## config.mk

```make
export PLATFORM = sky130hd
export DESIGN_NAME = i2c_fifo_data_thresholds
export DESIGN_NICKNAME = d
export VERILOG_FILES = /design/src/hw/i2c_fifo_pkg.sv /design/src/hw/rx_byte_fifo.sv /design/src/hw/i2c_fifo_data_thresholds.sv
export VERILOG_INCLUDE_DIRS = /design/src /design/src/hw
export SDC_FILE = /design/constraint.sdc
export NUM_CORES = 1
export LEC_CHECK = 0
export BUFFER_PORTS_ARGS = -buffer_cell sky130_fd_sc_hd__buf_2
export CAP_MARGIN = 20
export CORE_MARGIN = 5
export CORE_UTILIZATION = 60
export CTS_CLUSTER_DIAMETER = 80
export DETAILED_ROUTE_END_ITERATION = 7
export GPL_TIMING_DRIVEN = 0
export PLACE_DENSITY_LB_ADDON = 0.3
export SYNTH_ARGS = -nofsm -noshare
export SYNTH_HDL_FRONTEND = slang
export SYNTH_SLANG_ARGS = --single-unit
export TNS_END_PERCENT = 10
```

## constraint.sdc

```tcl
create_clock -name sys_clk -period 3.6 [get_ports sys_clk]
set_input_delay 0.36 -clock sys_clk [delete_from_list [all_inputs] [get_ports sys_clk]]
set_output_delay 0.36 -clock sys_clk [all_outputs]
set_load 0.05 [all_outputs]
```

## src/hw/i2c_fifo_defs.svh

```systemverilog
`ifndef I2C_FIFO_DEFS_SVH
`define I2C_FIFO_DEFS_SVH

// register bus
`define ADDR_W        8
`define DATA_W        32

// register offsets
`define OFF_RX_DATA   8'h18
`define OFF_TX_THR    8'h1c
`define OFF_RX_THR    8'h20
`define OFF_IRQ_MASK  8'h2c
`define OFF_RAW_STAT  8'h30
`define OFF_CTRL      8'h34
`define OFF_LEVELS    8'h38

// field layout
`define BYTE_W        8
`define LIMIT_W       10
`define LIMIT_MAX     1023
`define BITCNT_W      3
`define BIT_TX_NE     1
`define BIT_RX_NF     5
`define BIT_SLV_WR    18
`define BIT_DMA_EN    0
`define TX_LVL_LSB    16
`define STAT_USED     32'h0004_0022

// reset values and defaults
`define LIMIT_RST     10'h000
`define WORD_RST      32'h0000_0000
`define RX_DEPTH_DEF  16

`endif

```

## src/hw/i2c_fifo_pkg.sv

```systemverilog
`include "i2c_fifo_defs.svh"

package i2c_fifo_pkg;

    typedef logic [`BYTE_W-1:0]   byte_t;
    typedef logic [`LIMIT_W-1:0]  limit_t;
    typedef logic [`DATA_W-1:0]   word_t;
    typedef logic [`ADDR_W-1:0]   addr_t;
    typedef logic [`BITCNT_W-1:0] bitcnt_t;

    function automatic logic reg_hit(input addr_t addr, input addr_t off);
        return addr == off;
    endfunction : reg_hit

endpackage : i2c_fifo_pkg

```

## src/hw/rx_byte_fifo.sv

```systemverilog
`timescale 1ns/10ps

`include "i2c_fifo_defs.svh"

module rx_byte_fifo
    import i2c_fifo_pkg::*;
#(
    parameter int DATA_W = `BYTE_W,
    parameter int DEPTH  = `RX_DEPTH_DEF,
    parameter int CNT_W  = $clog2(DEPTH + 1)
) (
    input  wire logic              sys_clk,
    input  wire logic              arst_n,
    input  wire logic              push_valid,
    input  wire logic [DATA_W-1:0] push_data,
    output logic                   push_ready,
    output logic                   pop_valid,
    output logic      [DATA_W-1:0] pop_data,
    input  wire logic              pop_ready,
    output logic      [CNT_W-1:0]  level
);

    localparam int PTR_W = (DEPTH > 1) ? $clog2(DEPTH) : 1;

    generate
        if (DEPTH < 2 || CNT_W < $clog2(DEPTH + 1)) begin : g_bad_depth
            $error("rx_byte_fifo: depth below two or level too narrow");
        end
    endgenerate

    logic [DATA_W-1:0] mem [DEPTH];
    logic [PTR_W-1:0]  wr_ptr;
    logic [PTR_W-1:0]  rd_ptr;
    logic [PTR_W-1:0]  next_wr_ptr;
    logic [PTR_W-1:0]  next_rd_ptr;
    logic [CNT_W-1:0]  next_level;
    logic              push_fire;
    logic              pop_fire;

    assign push_ready  = level != CNT_W'(DEPTH);
    assign pop_valid   = level != '0;
    assign pop_data    = mem[rd_ptr];
    assign push_fire   = push_valid && push_ready;
    assign pop_fire    = pop_ready && pop_valid;
    assign next_wr_ptr = (wr_ptr == PTR_W'(DEPTH - 1)) ? '0 : wr_ptr + PTR_W'(1);
    assign next_rd_ptr = (rd_ptr == PTR_W'(DEPTH - 1)) ? '0 : rd_ptr + PTR_W'(1);
    assign next_level  = level + CNT_W'(push_fire) - CNT_W'(pop_fire);

    always_ff @(posedge sys_clk or negedge arst_n) begin
        if (!arst_n) begin
            wr_ptr <= '0;
            rd_ptr <= '0;
            level  <= '0;
        end else begin
            if (push_fire) begin
                wr_ptr <= next_wr_ptr;
            end
            if (pop_fire) begin
                rd_ptr <= next_rd_ptr;
            end
            level <= next_level;
        end
    end

    // storage carries no reset, contents are don't-care until written
    always_ff @(posedge sys_clk) begin
        if (push_fire) begin
            mem[wr_ptr] <= push_data;
        end
    end

endmodule : rx_byte_fifo

```

## src/hw/i2c_fifo_data_thresholds.sv

```systemverilog
`timescale 1ns/10ps

// How it works
// - read register returns oldest received byte
// - first received bit lands at bit zero
// - hold serial clock low while fifo full
// - slave receive address match sets request flag
// - dma mode requests while fifo holds entries
// - tx nearly empty when count <= limit
// - rx nearly full when count >= limit
// - tx nearly empty reaches irq via mask bit1
// - rx nearly full reaches irq via mask bit5

`include "i2c_fifo_defs.svh"

module i2c_fifo_data_thresholds
    import i2c_fifo_pkg::*;
#(
    parameter int RX_DEPTH = `RX_DEPTH_DEF
) (
    input  wire logic     sys_clk,
    input  wire logic     arst_n,
    input  wire addr_t    addr,
    input  wire word_t    wdata,
    input  wire logic     wr_stb,
    input  wire logic     rd_stb,
    output word_t         rdata,
    input  wire logic     serial_bit,
    input  wire logic     serial_bit_valid,
    input  wire logic     slave_receive_operation,
    input  wire limit_t   tx_level,
    output logic          scl_out,
    output logic          scl_oe,
    output logic          rx_dma_req,
    output logic          tx_nearly_empty_flag,
    output logic          rx_nearly_full_flag,
    output logic          irq
);

    localparam int CNT_W = $clog2(RX_DEPTH + 1);

    generate
        if (RX_DEPTH < 2 || RX_DEPTH > `LIMIT_MAX) begin : g_bad_depth
            $error("rx depth must fit the 10-bit level field");
        end
    endgenerate

    ////////////////////////////////////////////////////////////////////////////////

    word_t            tx_fifo_threshold;
    word_t            rx_fifo_threshold;
    word_t            irq_mask;
    word_t            raw_interrupt_status;
    word_t            ctrl;
    word_t            next_rdata;
    word_t            next_stat;
    word_t            stat_set;
    word_t            stat_clr;
    word_t            levels_word;
    limit_t           tx_level_limit;
    limit_t           rx_level_limit;
    limit_t           rx_count;
    logic [CNT_W-1:0] rx_level;
    byte_t            shift;
    byte_t            next_shift;
    byte_t            pend_byte;
    byte_t            pop_data;
    bitcnt_t          bit_cnt;
    logic             pend_valid;
    logic             byte_done;
    logic             bit_take;
    logic             push_ready;
    logic             pop_valid;
    logic             fifo_full;
    logic             dma_en;
    logic             wr_tx_thr;
    logic             wr_rx_thr;
    logic             wr_mask;
    logic             wr_stat;
    logic             wr_ctrl;
    logic             rd_data_hit;
    logic             pop_fire;
    logic             push_fire;

    ////////////////////////////////////////////////////////////////////////////////
    // register decode

    assign wr_tx_thr   = wr_stb && reg_hit(addr, `OFF_TX_THR);
    assign wr_rx_thr   = wr_stb && reg_hit(addr, `OFF_RX_THR);
    assign wr_mask     = wr_stb && reg_hit(addr, `OFF_IRQ_MASK);
    assign wr_stat     = wr_stb && reg_hit(addr, `OFF_RAW_STAT);
    assign wr_ctrl     = wr_stb && reg_hit(addr, `OFF_CTRL);
    assign rd_data_hit = rd_stb && reg_hit(addr, `OFF_RX_DATA);

    assign tx_level_limit = tx_fifo_threshold[`LIMIT_W-1:0];
    assign rx_level_limit = rx_fifo_threshold[`LIMIT_W-1:0];
    assign dma_en         = ctrl[`BIT_DMA_EN];
    assign rx_count       = limit_t'(rx_level);

    assign levels_word = (word_t'(tx_level) << `TX_LVL_LSB) | word_t'(rx_count);

    // reads of an empty fifo return zero and pop nothing
    assign next_rdata =
        rd_data_hit ? (pop_valid ? word_t'(pop_data) : `WORD_RST) :
        !rd_stb ? `WORD_RST :
        reg_hit(addr, `OFF_TX_THR) ? tx_fifo_threshold :
        reg_hit(addr, `OFF_RX_THR) ? rx_fifo_threshold :
        reg_hit(addr, `OFF_IRQ_MASK) ? irq_mask :
        reg_hit(addr, `OFF_RAW_STAT) ? raw_interrupt_status :
        reg_hit(addr, `OFF_CTRL) ? ctrl :
        reg_hit(addr, `OFF_LEVELS) ? levels_word :
        `WORD_RST;

    always_ff @(posedge sys_clk or negedge arst_n) begin
        if (!arst_n) begin
            tx_fifo_threshold <= `WORD_RST;
            rx_fifo_threshold <= `WORD_RST;
            irq_mask          <= `WORD_RST;
            ctrl              <= `WORD_RST;
            rdata             <= `WORD_RST;
        end else begin
            if (wr_tx_thr) begin
                tx_fifo_threshold <= wdata;
            end
            if (wr_rx_thr) begin
                rx_fifo_threshold <= wdata;
            end
            if (wr_mask) begin
                irq_mask <= wdata;
            end
            if (wr_ctrl) begin
                ctrl <= wdata;
            end
            rdata <= next_rdata;
        end
    end

    ////////////////////////////////////////////////////////////////////////////////
    // serial byte assembly

    // bits are shifted in at the top so the first one ends at bit zero
    assign bit_take   = serial_bit_valid && !pend_valid;
    assign next_shift = {serial_bit, shift[`BYTE_W-1:1]};
    assign byte_done  = bit_take && (bit_cnt == bitcnt_t'(`BYTE_W - 1));
    assign push_fire  = pend_valid && push_ready;

    always_ff @(posedge sys_clk or negedge arst_n) begin
        if (!arst_n) begin
            shift      <= '0;
            bit_cnt    <= '0;
            pend_byte  <= '0;
            pend_valid <= 1'b0;
        end else begin
            if (bit_take) begin
                shift   <= next_shift;
                bit_cnt <= bit_cnt + bitcnt_t'(1);
            end
            if (byte_done) begin
                pend_byte  <= next_shift;
                pend_valid <= 1'b1;
            end else if (push_fire) begin
                pend_valid <= 1'b0;
            end
        end
    end

    ////////////////////////////////////////////////////////////////////////////////
    // receive fifo

    assign pop_fire = rd_data_hit && pop_valid;

    rx_byte_fifo #(
        .DATA_W (`BYTE_W),
        .DEPTH  (RX_DEPTH),
        .CNT_W  (CNT_W)
    ) u_rx_fifo (
        .sys_clk    (sys_clk),
        .arst_n     (arst_n),
        .push_valid (pend_valid),
        .push_data  (pend_byte),
        .push_ready (push_ready),
        .pop_valid  (pop_valid),
        .pop_data   (pop_data),
        .pop_ready  (pop_fire),
        .level      (rx_level)
    );

    assign fifo_full = !push_ready;

    // open drain: only ever pull low, a held byte also keeps the line low
    assign scl_out = 1'b0;
    assign scl_oe  = fifo_full || pend_valid;

    // single requests; the dma answers by reading the data register
    assign rx_dma_req = dma_en && pop_valid;

    ////////////////////////////////////////////////////////////////////////////////
    // thresholds and interrupt

    // limits compare against live counts, so the flags are levels
    assign tx_nearly_empty_flag = tx_level <= tx_level_limit;
    assign rx_nearly_full_flag  = rx_count >= rx_level_limit;

    always_comb begin
        stat_set                = '0;
        stat_set[`BIT_TX_NE]    = tx_nearly_empty_flag;
        stat_set[`BIT_RX_NF]    = rx_nearly_full_flag;
        stat_set[`BIT_SLV_WR]   = slave_receive_operation;
    end

    // set wins over a write-one clear in the same cycle
    assign stat_clr  = wr_stat ? (wdata & `STAT_USED) : `WORD_RST;
    assign next_stat = (raw_interrupt_status & ~stat_clr) | stat_set;

    always_ff @(posedge sys_clk or negedge arst_n) begin
        if (!arst_n) begin
            raw_interrupt_status <= `WORD_RST;
        end else begin
            raw_interrupt_status <= next_stat;
        end
    end

    assign irq = |(raw_interrupt_status & irq_mask & `STAT_USED);

    logic first_bit;

    always_ff @(posedge sys_clk or negedge arst_n) begin
        if (!arst_n) begin
            first_bit <= 1'b0;
        end else if (bit_take && bit_cnt == '0) begin
            first_bit <= serial_bit;
        end
    end
endmodule : i2c_fifo_data_thresholds

```

==> results of run 1 <==
[path summary, 6_finish.rpt]
path,from,endpoint,slack (ps),depth (start not counted)
worst max-delay path,u_rx_fifo.level[2],u_rx_fifo.level[4],340,16
worst min-delay path,slave_receive_operation,raw_interrupt_status[18],80,2
worst max register to register,u_rx_fifo.level[2],u_rx_fifo.level[4],340,16
worst min register to register,bit_cnt[0],bit_cnt[0],480,1
max in group asynchronous,arst_n,pend_byte[1],2170,3
min in group asynchronous,arst_n,rdata[2],460,2
[routing by layer]
metal	global-route usage (%)	up-vias	routed length [um]
met5	0	-	24
met4	7.65	4	928
met3	6.38	82	3250
met2	40.4	458	15500
met1	37.1	4522	13700
li1	-	3815	-
[critical path: stages, from the launching register on]
cell and delay (ps):
sky130_fd_sc_hd__dfrtp_1 430, sky130_fd_sc_hd__inv_1 100, sky130_fd_sc_hd__ha_1 210, sky130_fd_sc_hd__nor4b_1 140, sky130_fd_sc_hd__buf_2 180, sky130_fd_sc_hd__nor4b_4 390, sky130_fd_sc_hd__buf_2 340, sky130_fd_sc_hd__ha_1 280
sky130_fd_sc_hd__inv_1 60, sky130_fd_sc_hd__ha_1 180, sky130_fd_sc_hd__inv_1 60, sky130_fd_sc_hd__fa_1 400, sky130_fd_sc_hd__inv_1 70, sky130_fd_sc_hd__a21oi_1 50, sky130_fd_sc_hd__nor2_1 80, sky130_fd_sc_hd__nor2_1 60
sky130_fd_sc_hd__xnor2_1 120
[final cells by class]
cell class,count,area share [%]
plain buffers,57,1.70
clock buffers,46,5.80
well taps,313,2.45
clock inverters,16,1.25
repair buffers,98,3.32
flip-flops and latches,323,54.6
inverters,28,0.658
multi-input cells,522,30.2
[cells by family (layout without fill, tap and decap cells)]
group | after synthesis | in the layout | share of synthesized area, %
fa+ha+maj | 29 | 29 | 2.66
simple gates | 143 | 143 | 6.45
other cells | 1 | 1 | 0.0269
xor+xnor | 7 | 7 | 0.440
flops | 323 | 323 | 62.7
compound gates | 160 | 160 | 7.77
mux | 182 | 182 | 17.3
buf+inv | 85 | 245 | 2.70
[power breakdown]
part / total, mW / internal (mW) / switching, mW
Sequential: 4.68 / 4.30 / 0.381
Combinational: 1.01 / 0.448 / 0.562
Clock: 3.53 / 2.11 / 1.42
Total: 9.22 / 6.86 / 2.37
[what timing repair did]
| item | in CTS | in global routing |
|---|---|---|
| hold endpoints to repair | 98 | 0 |
| hold buffers | 1 | 0 |
| gates resized for setup | 0 | 0 |
| setup endpoints to repair | 0 | 0 |
[placed cells by master (no fill, tap or decap), types with 4 or more instances in the layout]
cell                        instances
sky130_fd_sc_hd__a32o_1             5
sky130_fd_sc_hd__xnor2_1            6
sky130_fd_sc_hd__a21o_1            13
sky130_fd_sc_hd__clkbuf_16         34
sky130_fd_sc_hd__o21ai_0           31
sky130_fd_sc_hd__nor2b_1           11
sky130_fd_sc_hd__mux2_2           116
sky130_fd_sc_hd__a221oi_1           9
sky130_fd_sc_hd__and2_1             8
sky130_fd_sc_hd__clkinv_2           5
sky130_fd_sc_hd__nand4_1            6
sky130_fd_sc_hd__nor3b_1           24
sky130_fd_sc_hd__nand3_1            5
sky130_fd_sc_hd__ha_1              28
sky130_fd_sc_hd__clkbuf_1          36
sky130_fd_sc_hd__and3_1            27
sky130_fd_sc_hd__nor2_1            11
sky130_fd_sc_hd__bufinv_16          4
sky130_fd_sc_hd__edfxtp_1         128
sky130_fd_sc_hd__mux2_1            32
sky130_fd_sc_hd__dfrtp_1          195
sky130_fd_sc_hd__buf_2            116
sky130_fd_sc_hd__o221ai_1           5
sky130_fd_sc_hd__mux4_2            32
sky130_fd_sc_hd__nand2_1           28
sky130_fd_sc_hd__a21oi_1           31
sky130_fd_sc_hd__a22oi_1           51
sky130_fd_sc_hd__inv_1             28
[flip-flops by register name (all words and copies together) (netlist names), 3 cells and up]
signal / cells
ctrl: 32
raw_interrupt_status: 3
u_rx_fifo.mem: 128
u_rx_fifo.rd_ptr: 4
shift: 7
irq_mask: 32
tx_fifo_threshold: 32
rdata: 32
bit_cnt: 3
u_rx_fifo.level: 5
pend_byte: 8
rx_fifo_threshold: 32
u_rx_fifo.wr_ptr: 4
[per-stage QoR]
stage	setup TNS [ps]	util, %
3_5_place_dp	0	65.1
5_1_grt	0	70.1
4_1_cts	0	70.1
3_3_place_gp	-208460	64.9
6_report	0	70.1
2_1_floorplan	0	-
==> report_table.html, run 1 <==
<table>
<tr><th>Metric</th><th>Value</th></tr>
<tr><th colspan="2">Outcome</th></tr>
<tr><td>Status</td><td>completed</td></tr>
<tr><th colspan="2">Route</th></tr>
<tr><td>Via-per-instance ratio</td><td>6.33</td></tr>
<tr><td>Post-DR wirelength/cell</td><td>23.8 um</td></tr>
<tr><td>Drt pass-1 iters</td><td>5</td></tr>
<tr><td>Vias post-DR</td><td>8,881</td></tr>
<tr><td>DRC violations left</td><td>0</td></tr>
<tr><td>Wirelength, routed</td><td>roughly 33,000 um</td></tr>
<tr><td>Post-route ant nets</td><td>0</td></tr>
<tr><td>Starting DRC count in detailed routing</td><td>around 1,100</td></tr>
<tr><th colspan="2">CTS</th></tr>
<tr><td># clock sinks</td><td>323</td></tr>
<tr><td>H-Tree Depth</td><td>2</td></tr>
<tr><td>TritonCTS Buffers</td><td>34</td></tr>
<tr><td>Insertion delay of the later-clocked pin in the worst-skew pair</td><td>530 ps</td></tr>
<tr><td>Buffer cell driving the clock tree root</td><td>sky130_fd_sc_hd__clkbuf_16</td></tr>
<tr><td>Clock input transition at the sequential cells of the worst setup and hold paths</td><td>70 ps</td></tr>
<tr><td>Maximum buffer depth of the clock tree</td><td>3</td></tr>
<tr><td>TritonCTS clock tree</td><td>done</td></tr>
<tr><td>Post-CTS Setup Bufs</td><td>0</td></tr>
<tr><th colspan="2">Finish</th></tr>
<tr><td>Post-route design area</td><td>16,000 sq um</td></tr>
<tr><td>Syn-to-layout area delta</td><td>14.7%</td></tr>
<tr><td>Antenna cells</td><td>0</td></tr>
<tr><td>Number of fill cells</td><td>1,508</td></tr>
<tr><td>Area taken by flip-flops and latches</td><td>8720 sq um</td></tr>
<tr><td>Layout cell share with drive strength beyond 1</td><td>a little under a third</td></tr>
<tr><td>Number of nets in the final layout</td><td>1,150</td></tr>
<tr><td>Number of non-filler instances in the completed layout</td><td>1,403</td></tr>
<tr><td>Area used by multi-input combinational logic</td><td>about 4800 sq um</td></tr>
<tr><th colspan="2">Logic synthesis</th></tr>
<tr><td>Number of standard cells after synthesis</td><td>930</td></tr>
<tr><td>Mean cell area of the mapped netlist</td><td>15.0 sq um</td></tr>
<tr><td>Top-area cell type share of the netlist area</td><td>roughly a third</td></tr>
<tr><td>Top cells by area, synth</td><td>sky130_fd_sc_hd__dfrtp_1 (35%), sky130_fd_sc_hd__edfxtp_1 (28%), sky130_fd_sc_hd__mux2_2 (9.4%)</td></tr>
<tr><td>Number of synthesized flops with an enable pin</td><td>around 130</td></tr>
<tr><td>FFs w/ async S/R, synth</td><td>around three fifths</td></tr>
<tr><td>Seq/Total Area, Yosys</td><td>62.7%</td></tr>
<tr><td>Post-synth design cell area</td><td>between 10,000 and 15,000 sq um</td></tr>
<tr><td>Most instantiated flip-flop cell in the synthesis netlist</td><td>sky130_fd_sc_hd__dfrtp_1</td></tr>
<tr><td>Cell type with the largest total area after synthesis</td><td>sky130_fd_sc_hd__dfrtp_1</td></tr>
<tr><td>Count of warnings emitted by yosys</td><td>0</td></tr>
<tr><td>Mapped Nets</td><td>1,016</td></tr>
<tr><td>#FFs+latches synth</td><td>323</td></tr>
<tr><td>Count of cell types in the netlist</td><td>57</td></tr>
<tr><td>Top post-synthesis cells by count</td><td>sky130_fd_sc_hd__dfrtp_1 (195), sky130_fd_sc_hd__edfxtp_1 (128), sky130_fd_sc_hd__mux2_2 (116)</td></tr>
<tr><td>Library cell with the highest instance count after synthesis</td><td>sky130_fd_sc_hd__dfrtp_1</td></tr>
<tr><th colspan="2">STA</th></tr>
<tr><td>Final clock period utilization by the worst path</td><td>90.6%</td></tr>
<tr><td>Smallest setup slack after layout</td><td>340 ps</td></tr>
<tr><td>Slew HR</td><td>40.7%</td></tr>
<tr><td>Worst hold slack</td><td>82.1 ps</td></tr>
<tr><td>Worst clock skew</td><td>29.5 ps</td></tr>
<tr><td>RSZ-0062 raised after global routing</td><td>false</td></tr>
<tr><td>Slew at the pin closest to its max-slew limit</td><td>886 ps</td></tr>
<tr><td>Maximum clock frequency</td><td>307 MHz</td></tr>
<tr><td>Final period demand of the worst path</td><td>approximately 3300 ps</td></tr>
<tr><td>Final setup violation count</td><td>0</td></tr>
<tr><td>Fin. max-slew vios</td><td>0</td></tr>
<tr><td>Hold Violations, Final</td><td>0</td></tr>
<tr><th colspan="2">Place</th></tr>
<tr><td>Total of buffers placed on input and output ports</td><td>93</td></tr>
<tr><td>Minimum setup slack after placement</td><td>9.75 ps</td></tr>
<tr><td>Inst Count DP</td><td>1,339</td></tr>
<tr><td>GP Congestion</td><td>0.948</td></tr>
<tr><td>Detailed-placement wirelength estimate</td><td>22,700 um</td></tr>
<tr><td>Post-detailed-placement cell area</td><td>14,800 sq um</td></tr>
<tr><th colspan="2">Setup path</th></tr>
<tr><td>Critical path endpoint category</td><td>register</td></tr>
<tr><td>Worst-path fanout max</td><td>10</td></tr>
<tr><td>Data arrival time of the critical path</td><td>3640 ps</td></tr>
<tr><td>Type of the setup path with the least slack</td><td>register to register</td></tr>
<tr><td>WP data required</td><td>approximately 4000 ps</td></tr>
<tr><td>Setup crit start kind</td><td>register</td></tr>
<tr><th colspan="2">Floorplan</th></tr>
<tr><td>Effective utilization at floorplan</td><td>61.1%</td></tr>
<tr><td>Standard cell core area</td><td>22,800 sq um</td></tr>
<tr><td>Area of the die</td><td>26,400 sq um</td></tr>
<tr><td>Placement row count</td><td>55</td></tr>
<tr><td>Io pins</td><td>95</td></tr>
<tr><td>Die X</td><td>162 um</td></tr>
<tr><td>Die Height</td><td>162 um</td></tr>
<tr><th colspan="2">Global route</th></tr>
<tr><td>Antenna violations before repair</td><td>2</td></tr>
<tr><td>Remaining Overflow, GRT</td><td>0</td></tr>
<tr><td>First-pass GRT wire length</td><td>52,800 um</td></tr>
<tr><td>Total global-route track usage</td><td>around 26%</td></tr>
<tr><td>Pin count of the biggest net entering global routing</td><td>100</td></tr>
<tr><td>Via count of the first global-routing pass</td><td>9,208</td></tr>
<tr><th colspan="2">Power and ir drop</th></tr>
<tr><td>PnR Total Power</td><td>9.22 mW</td></tr>
<tr><td>Highest ir drop seen on vdd</td><td>between 0.6 and 0.7 mV</td></tr>
<tr><td>Leakage power total</td><td>just under 7 nW</td></tr>
<tr><td>PwrDens</td><td>578 nW/um^2</td></tr>
<tr><th colspan="2">Run</th></tr>
<tr><td>Count of max-cap constraint violations</td><td>0</td></tr>
<tr><th colspan="2">Hold path</th></tr>
<tr><td>Hold Path Class</td><td>primary input to register</td></tr>
</table>
No activity file was read; power rests on OpenSTA's default activity.
==> run 2, diff against run 1 <==
- REMOVE_ABC_BUFFERS: unset -> 1
==> run 2 against run 1 <==
Worst hold slack worse by 15 ps. Worst setup slack worse by 76 ps. Sequential share of layout area increased by 0.45 points. Critical path depth decreased by 10. Routed wire length decreased by 11%. Clock power up 1%. Sequential cell count is the same. Fmax decreased by 2.3%. Power about the same. Register-to-register slack improved by 60 ps. Largest cell class unchanged.
==> report_table.html, run 2 (synthesis results as in run 1) <==
<table>
<tr><th>Metric</th><th>Value</th></tr>
<tr><th colspan="2">Outcome</th></tr>
<tr><td>Status</td><td>completed</td></tr>
<tr><th colspan="2">STA</th></tr>
<tr><td>Final period demand of the worst path</td><td>3340 ps</td></tr>
<tr><td>Hold Violations, Final</td><td>0</td></tr>
<tr><td>Setup tns final</td><td>0 ps</td></tr>
<tr><td>Fin. max-slew vios</td><td>0</td></tr>
<tr><td>Maximum clock frequency</td><td>300 MHz</td></tr>
<tr><td>Final clock period utilization by the worst path</td><td>just over 90%</td></tr>
<tr><td>Final setup violation count</td><td>0</td></tr>
<tr><td>Slew at the pin closest to its max-slew limit</td><td>about 1100 ps</td></tr>
<tr><td>Worst clock skew</td><td>19.5 ps</td></tr>
<tr><td>RSZ-0062 raised after global routing</td><td>false</td></tr>
<tr><td>Slew HR</td><td>between 20% and 30%</td></tr>
<tr><th colspan="2">CTS</th></tr>
<tr><td>TritonCTS Buffers</td><td>35</td></tr>
<tr><td># clock sinks</td><td>323</td></tr>
<tr><td>Insertion delay of the later-clocked pin in the worst-skew pair</td><td>a little over 500 ps</td></tr>
<tr><td>H-Tree Depth</td><td>2</td></tr>
<tr><td>Clock input transition at the sequential cells of the worst setup and hold paths</td><td>60 ps</td></tr>
<tr><td>Buffer cell driving the clock tree root</td><td>sky130_fd_sc_hd__clkbuf_16</td></tr>
<tr><td>TritonCTS clock tree</td><td>done</td></tr>
<tr><td>Maximum buffer depth of the clock tree</td><td>3</td></tr>
<tr><th colspan="2">Setup path</th></tr>
<tr><td>WP data required</td><td>approximately 4000 ps</td></tr>
<tr><td>Data arrival time of the critical path</td><td>about 3700 ps</td></tr>
<tr><td>Ordered cell list for the critical path</td><td>buf_2, nor2_1, and3_1, nand2_2, buf_16, mux2_2</td></tr>
<tr><td>Number of cell instances on the worst register-to-register path</td><td>7</td></tr>
<tr><td>Endpoint of the lowest-slack register-to-register path</td><td>u_rx_fifo.mem[7][0]</td></tr>
<tr><td>Critical R2R Launch</td><td>u_rx_fifo.level[3]</td></tr>
<tr><td>Biggest cell delay along the critical path</td><td>950 ps</td></tr>
<tr><td>Critical-path cell with the highest stage delay</td><td>sky130_fd_sc_hd__and3_1</td></tr>
<tr><td>Worst-path fanout max</td><td>39</td></tr>
<tr><td>Setup crit start kind</td><td>primary input</td></tr>
<tr><td>Critical path endpoint category</td><td>register</td></tr>
<tr><td>Register-to-register setup slack</td><td>about 400 ps</td></tr>
<tr><td>Type of the setup path with the least slack</td><td>primary input to register</td></tr>
<tr><th colspan="2">Floorplan</th></tr>
<tr><td>Area of the die</td><td>~26,000 sq um</td></tr>
<tr><td>Die Height</td><td>162 um</td></tr>
<tr><td>Standard cell core area</td><td>22,800 sq um</td></tr>
<tr><td>Die X</td><td>162 um</td></tr>
<tr><td>Placement row count</td><td>55</td></tr>
<tr><td>Io pins</td><td>95</td></tr>
<tr><td>Effective utilization at floorplan</td><td>between 60 and 70%</td></tr>
<tr><th colspan="2">Place</th></tr>
<tr><td>GP Congestion</td><td>0.794</td></tr>
<tr><td>Inst Count DP</td><td>roughly 1,300</td></tr>
<tr><td>Detailed-placement wirelength estimate</td><td>18,300 um</td></tr>
<tr><td>Post-detailed-placement cell area</td><td>about 15,000 sq um</td></tr>
<tr><td>Total of buffers placed on input and output ports</td><td>between 90 and 100</td></tr>
<tr><th colspan="2">Finish</th></tr>
<tr><td>Number of fill cells</td><td>1,518</td></tr>
<tr><td>Top library cells by usage in the layout, fill and taps aside</td><td>sky130_fd_sc_hd__dfrtp_1 (193), sky130_fd_sc_hd__edfxtp_1 (128), sky130_fd_sc_hd__mux2_2 (116)</td></tr>
<tr><td>Layout cell share with drive strength beyond 1</td><td>roughly 30%</td></tr>
<tr><td>Number of nets in the final layout</td><td>1,099</td></tr>
<tr><td>Commonest non-fill, non-tap cell in the layout</td><td>sky130_fd_sc_hd__dfrtp_1</td></tr>
<tr><td>Number of non-filler instances in the completed layout</td><td>1,350</td></tr>
<tr><td>Max reg flops</td><td>around 130</td></tr>
<tr><td>Post-route design area</td><td>15,800 sq um</td></tr>
<tr><td>Antenna cells</td><td>0</td></tr>
<tr><td>Share of the core filled with cells in the final layout</td><td>69.6%</td></tr>
<tr><td>Syn-to-layout area delta</td><td>13.8%</td></tr>
<tr><td>Register bank with the most flops</td><td>u_rx_fifo.mem</td></tr>
<tr><th colspan="2">Hold path</th></tr>
<tr><td>Number of cells on the worst hold path</td><td>2</td></tr>
<tr><td>Hold Path Class</td><td>primary input to register</td></tr>
<tr><td>Launch point of the worst hold path</td><td>slave_receive_operation</td></tr>
<tr><td>Destination of the worst hold path</td><td>raw_interrupt_status[18]</td></tr>
<tr><th colspan="2">Power and ir drop</th></tr>
<tr><td>Switch Pwr</td><td>2.29 mW</td></tr>
<tr><td>Internal power consumption</td><td>6.94 mW</td></tr>
<tr><td>PnR Total Power</td><td>9.23 mW</td></tr>
<tr><td>Power share of the clock group</td><td>38.7%</td></tr>
<tr><td>Highest ir drop seen on vdd</td><td>0.606 mV</td></tr>
<tr><td>Part of the total power dissipated in sequential elements</td><td>about half</td></tr>
<tr><td>PwrDens</td><td>582 nW/um^2</td></tr>
<tr><td>Combinational share of power</td><td>10.2%</td></tr>
<tr><td>Leakage power total</td><td>6.85 nW</td></tr>
<tr><td>Sw frac</td><td>24.8%</td></tr>
<tr><th colspan="2">Global route</th></tr>
<tr><td>Via count of the first global-routing pass</td><td>8,600</td></tr>
<tr><td>Total global-route track usage</td><td>between 20 and 25%</td></tr>
<tr><td>Antenna violations before repair</td><td>0</td></tr>
<tr><td>Pin count of the biggest net entering global routing</td><td>84</td></tr>
<tr><td>First-pass GRT wire length</td><td>47,500 um</td></tr>
<tr><td>Remaining Overflow, GRT</td><td>0</td></tr>
<tr><th colspan="2">Run</th></tr>
<tr><td>Count of max-cap constraint violations</td><td>0</td></tr>
<tr><th colspan="2">Route</th></tr>
<tr><td>Post-route ant nets</td><td>0</td></tr>
<tr><td>Post-DR wirelength/cell</td><td>22.0 um</td></tr>
<tr><td>Drt pass-1 iters</td><td>5</td></tr>
<tr><td>Via-per-instance ratio</td><td>6.15</td></tr>
<tr><td>Vias post-DR</td><td>a little over 8,000</td></tr>
<tr><td>Wirelength, routed</td><td>29,700 um</td></tr>
<tr><td>DRC violations left</td><td>0</td></tr>
<tr><td>Starting DRC count in detailed routing</td><td>roughly 720</td></tr>
</table>
## run 2: cell types whose count changed in the layout (fill, tap and decap cells not counted), sizes merged
cell	delta
clkinv	-5
clkbuf	-21
bufinv	-1
inv	-1
buf	-25
## run 2: layer usage
metal	vias up	GRT usage, %	part of all wire (%)
li1	3701	-	-
met1	4234	31.6	41
met2	308	37.2	49
met3	54	4.73	7.0
met4	0	7.88	2.5
met5	-	0	0
## run 2: area by class of cell
| cell class | instances | area, sq um | share of cell area [%] |
|---|---|---|---|
| clock buffers | 52 | 1030 | 6.51 |
| clock inverters | 9 | 124 | 0.782 |
| inverters | 28 | 105 | 0.663 |
| multi-input cells | 522 | 4830 | 30.5 |
| flip-flops and latches | 323 | 8730 | 55.1 |
| well taps | 313 | 392 | 2.47 |
| repair buffers | 103 | 634 | 4.00 |
## run 2: what timing repair did
action	CTS	global route
endpoints found under the setup margin	1	0
buffers inserted	1	0
hold endpoints to repair	46	0
hold buffers	1	0
gates resized for setup	0	0
## run 2: power by group through the flow
stage / logic [mW] / clock network, mW / registers (mW)
2_1_floorplan: 0.655 / 0 / 4.61
3_3_place_gp: 0.893 / 0 / 4.75
3_5_place_dp: 0.941 / 0 / 4.78
4_1_cts: 0.953 / 3.65 / 4.71
5_1_grt: 1.07 / 3.80 / 4.76
6_report: 0.946 / 3.58 / 4.71
## run 2: how the worst max path moves through the flow
stage / startpoint / cells after the start / to
6_report: addr[2] / 6 / rx_fifo_threshold[29]
5_1_grt: u_rx_fifo.level[3] / 7 / u_rx_fifo.mem[7][0]
4_1_cts: addr[1] / 6 / tx_fifo_threshold[13]
3_5_place_dp: addr[3] / 14 / u_rx_fifo.level[4]
3_3_place_gp: addr[2] / 5 / rx_fifo_threshold[29]
2_1_floorplan: addr[1] / 13 / u_rx_fifo.level[4]
## run 2: stage by stage
stage / setup WS [ps] / hold slack (ps)
floorplan: 434 / 64.4
global placement: -1390 / 466
detailed placement: -597 / 279
CTS: 270 / 42.7
global route: 87.0 / 62.1
finish: 264 / 67.5
## run 2: worst max-delay path: cells and delay by family
family        cells  cell delay, ps
simple gates      3            2300
buf+inv           2             730
mux               1             280
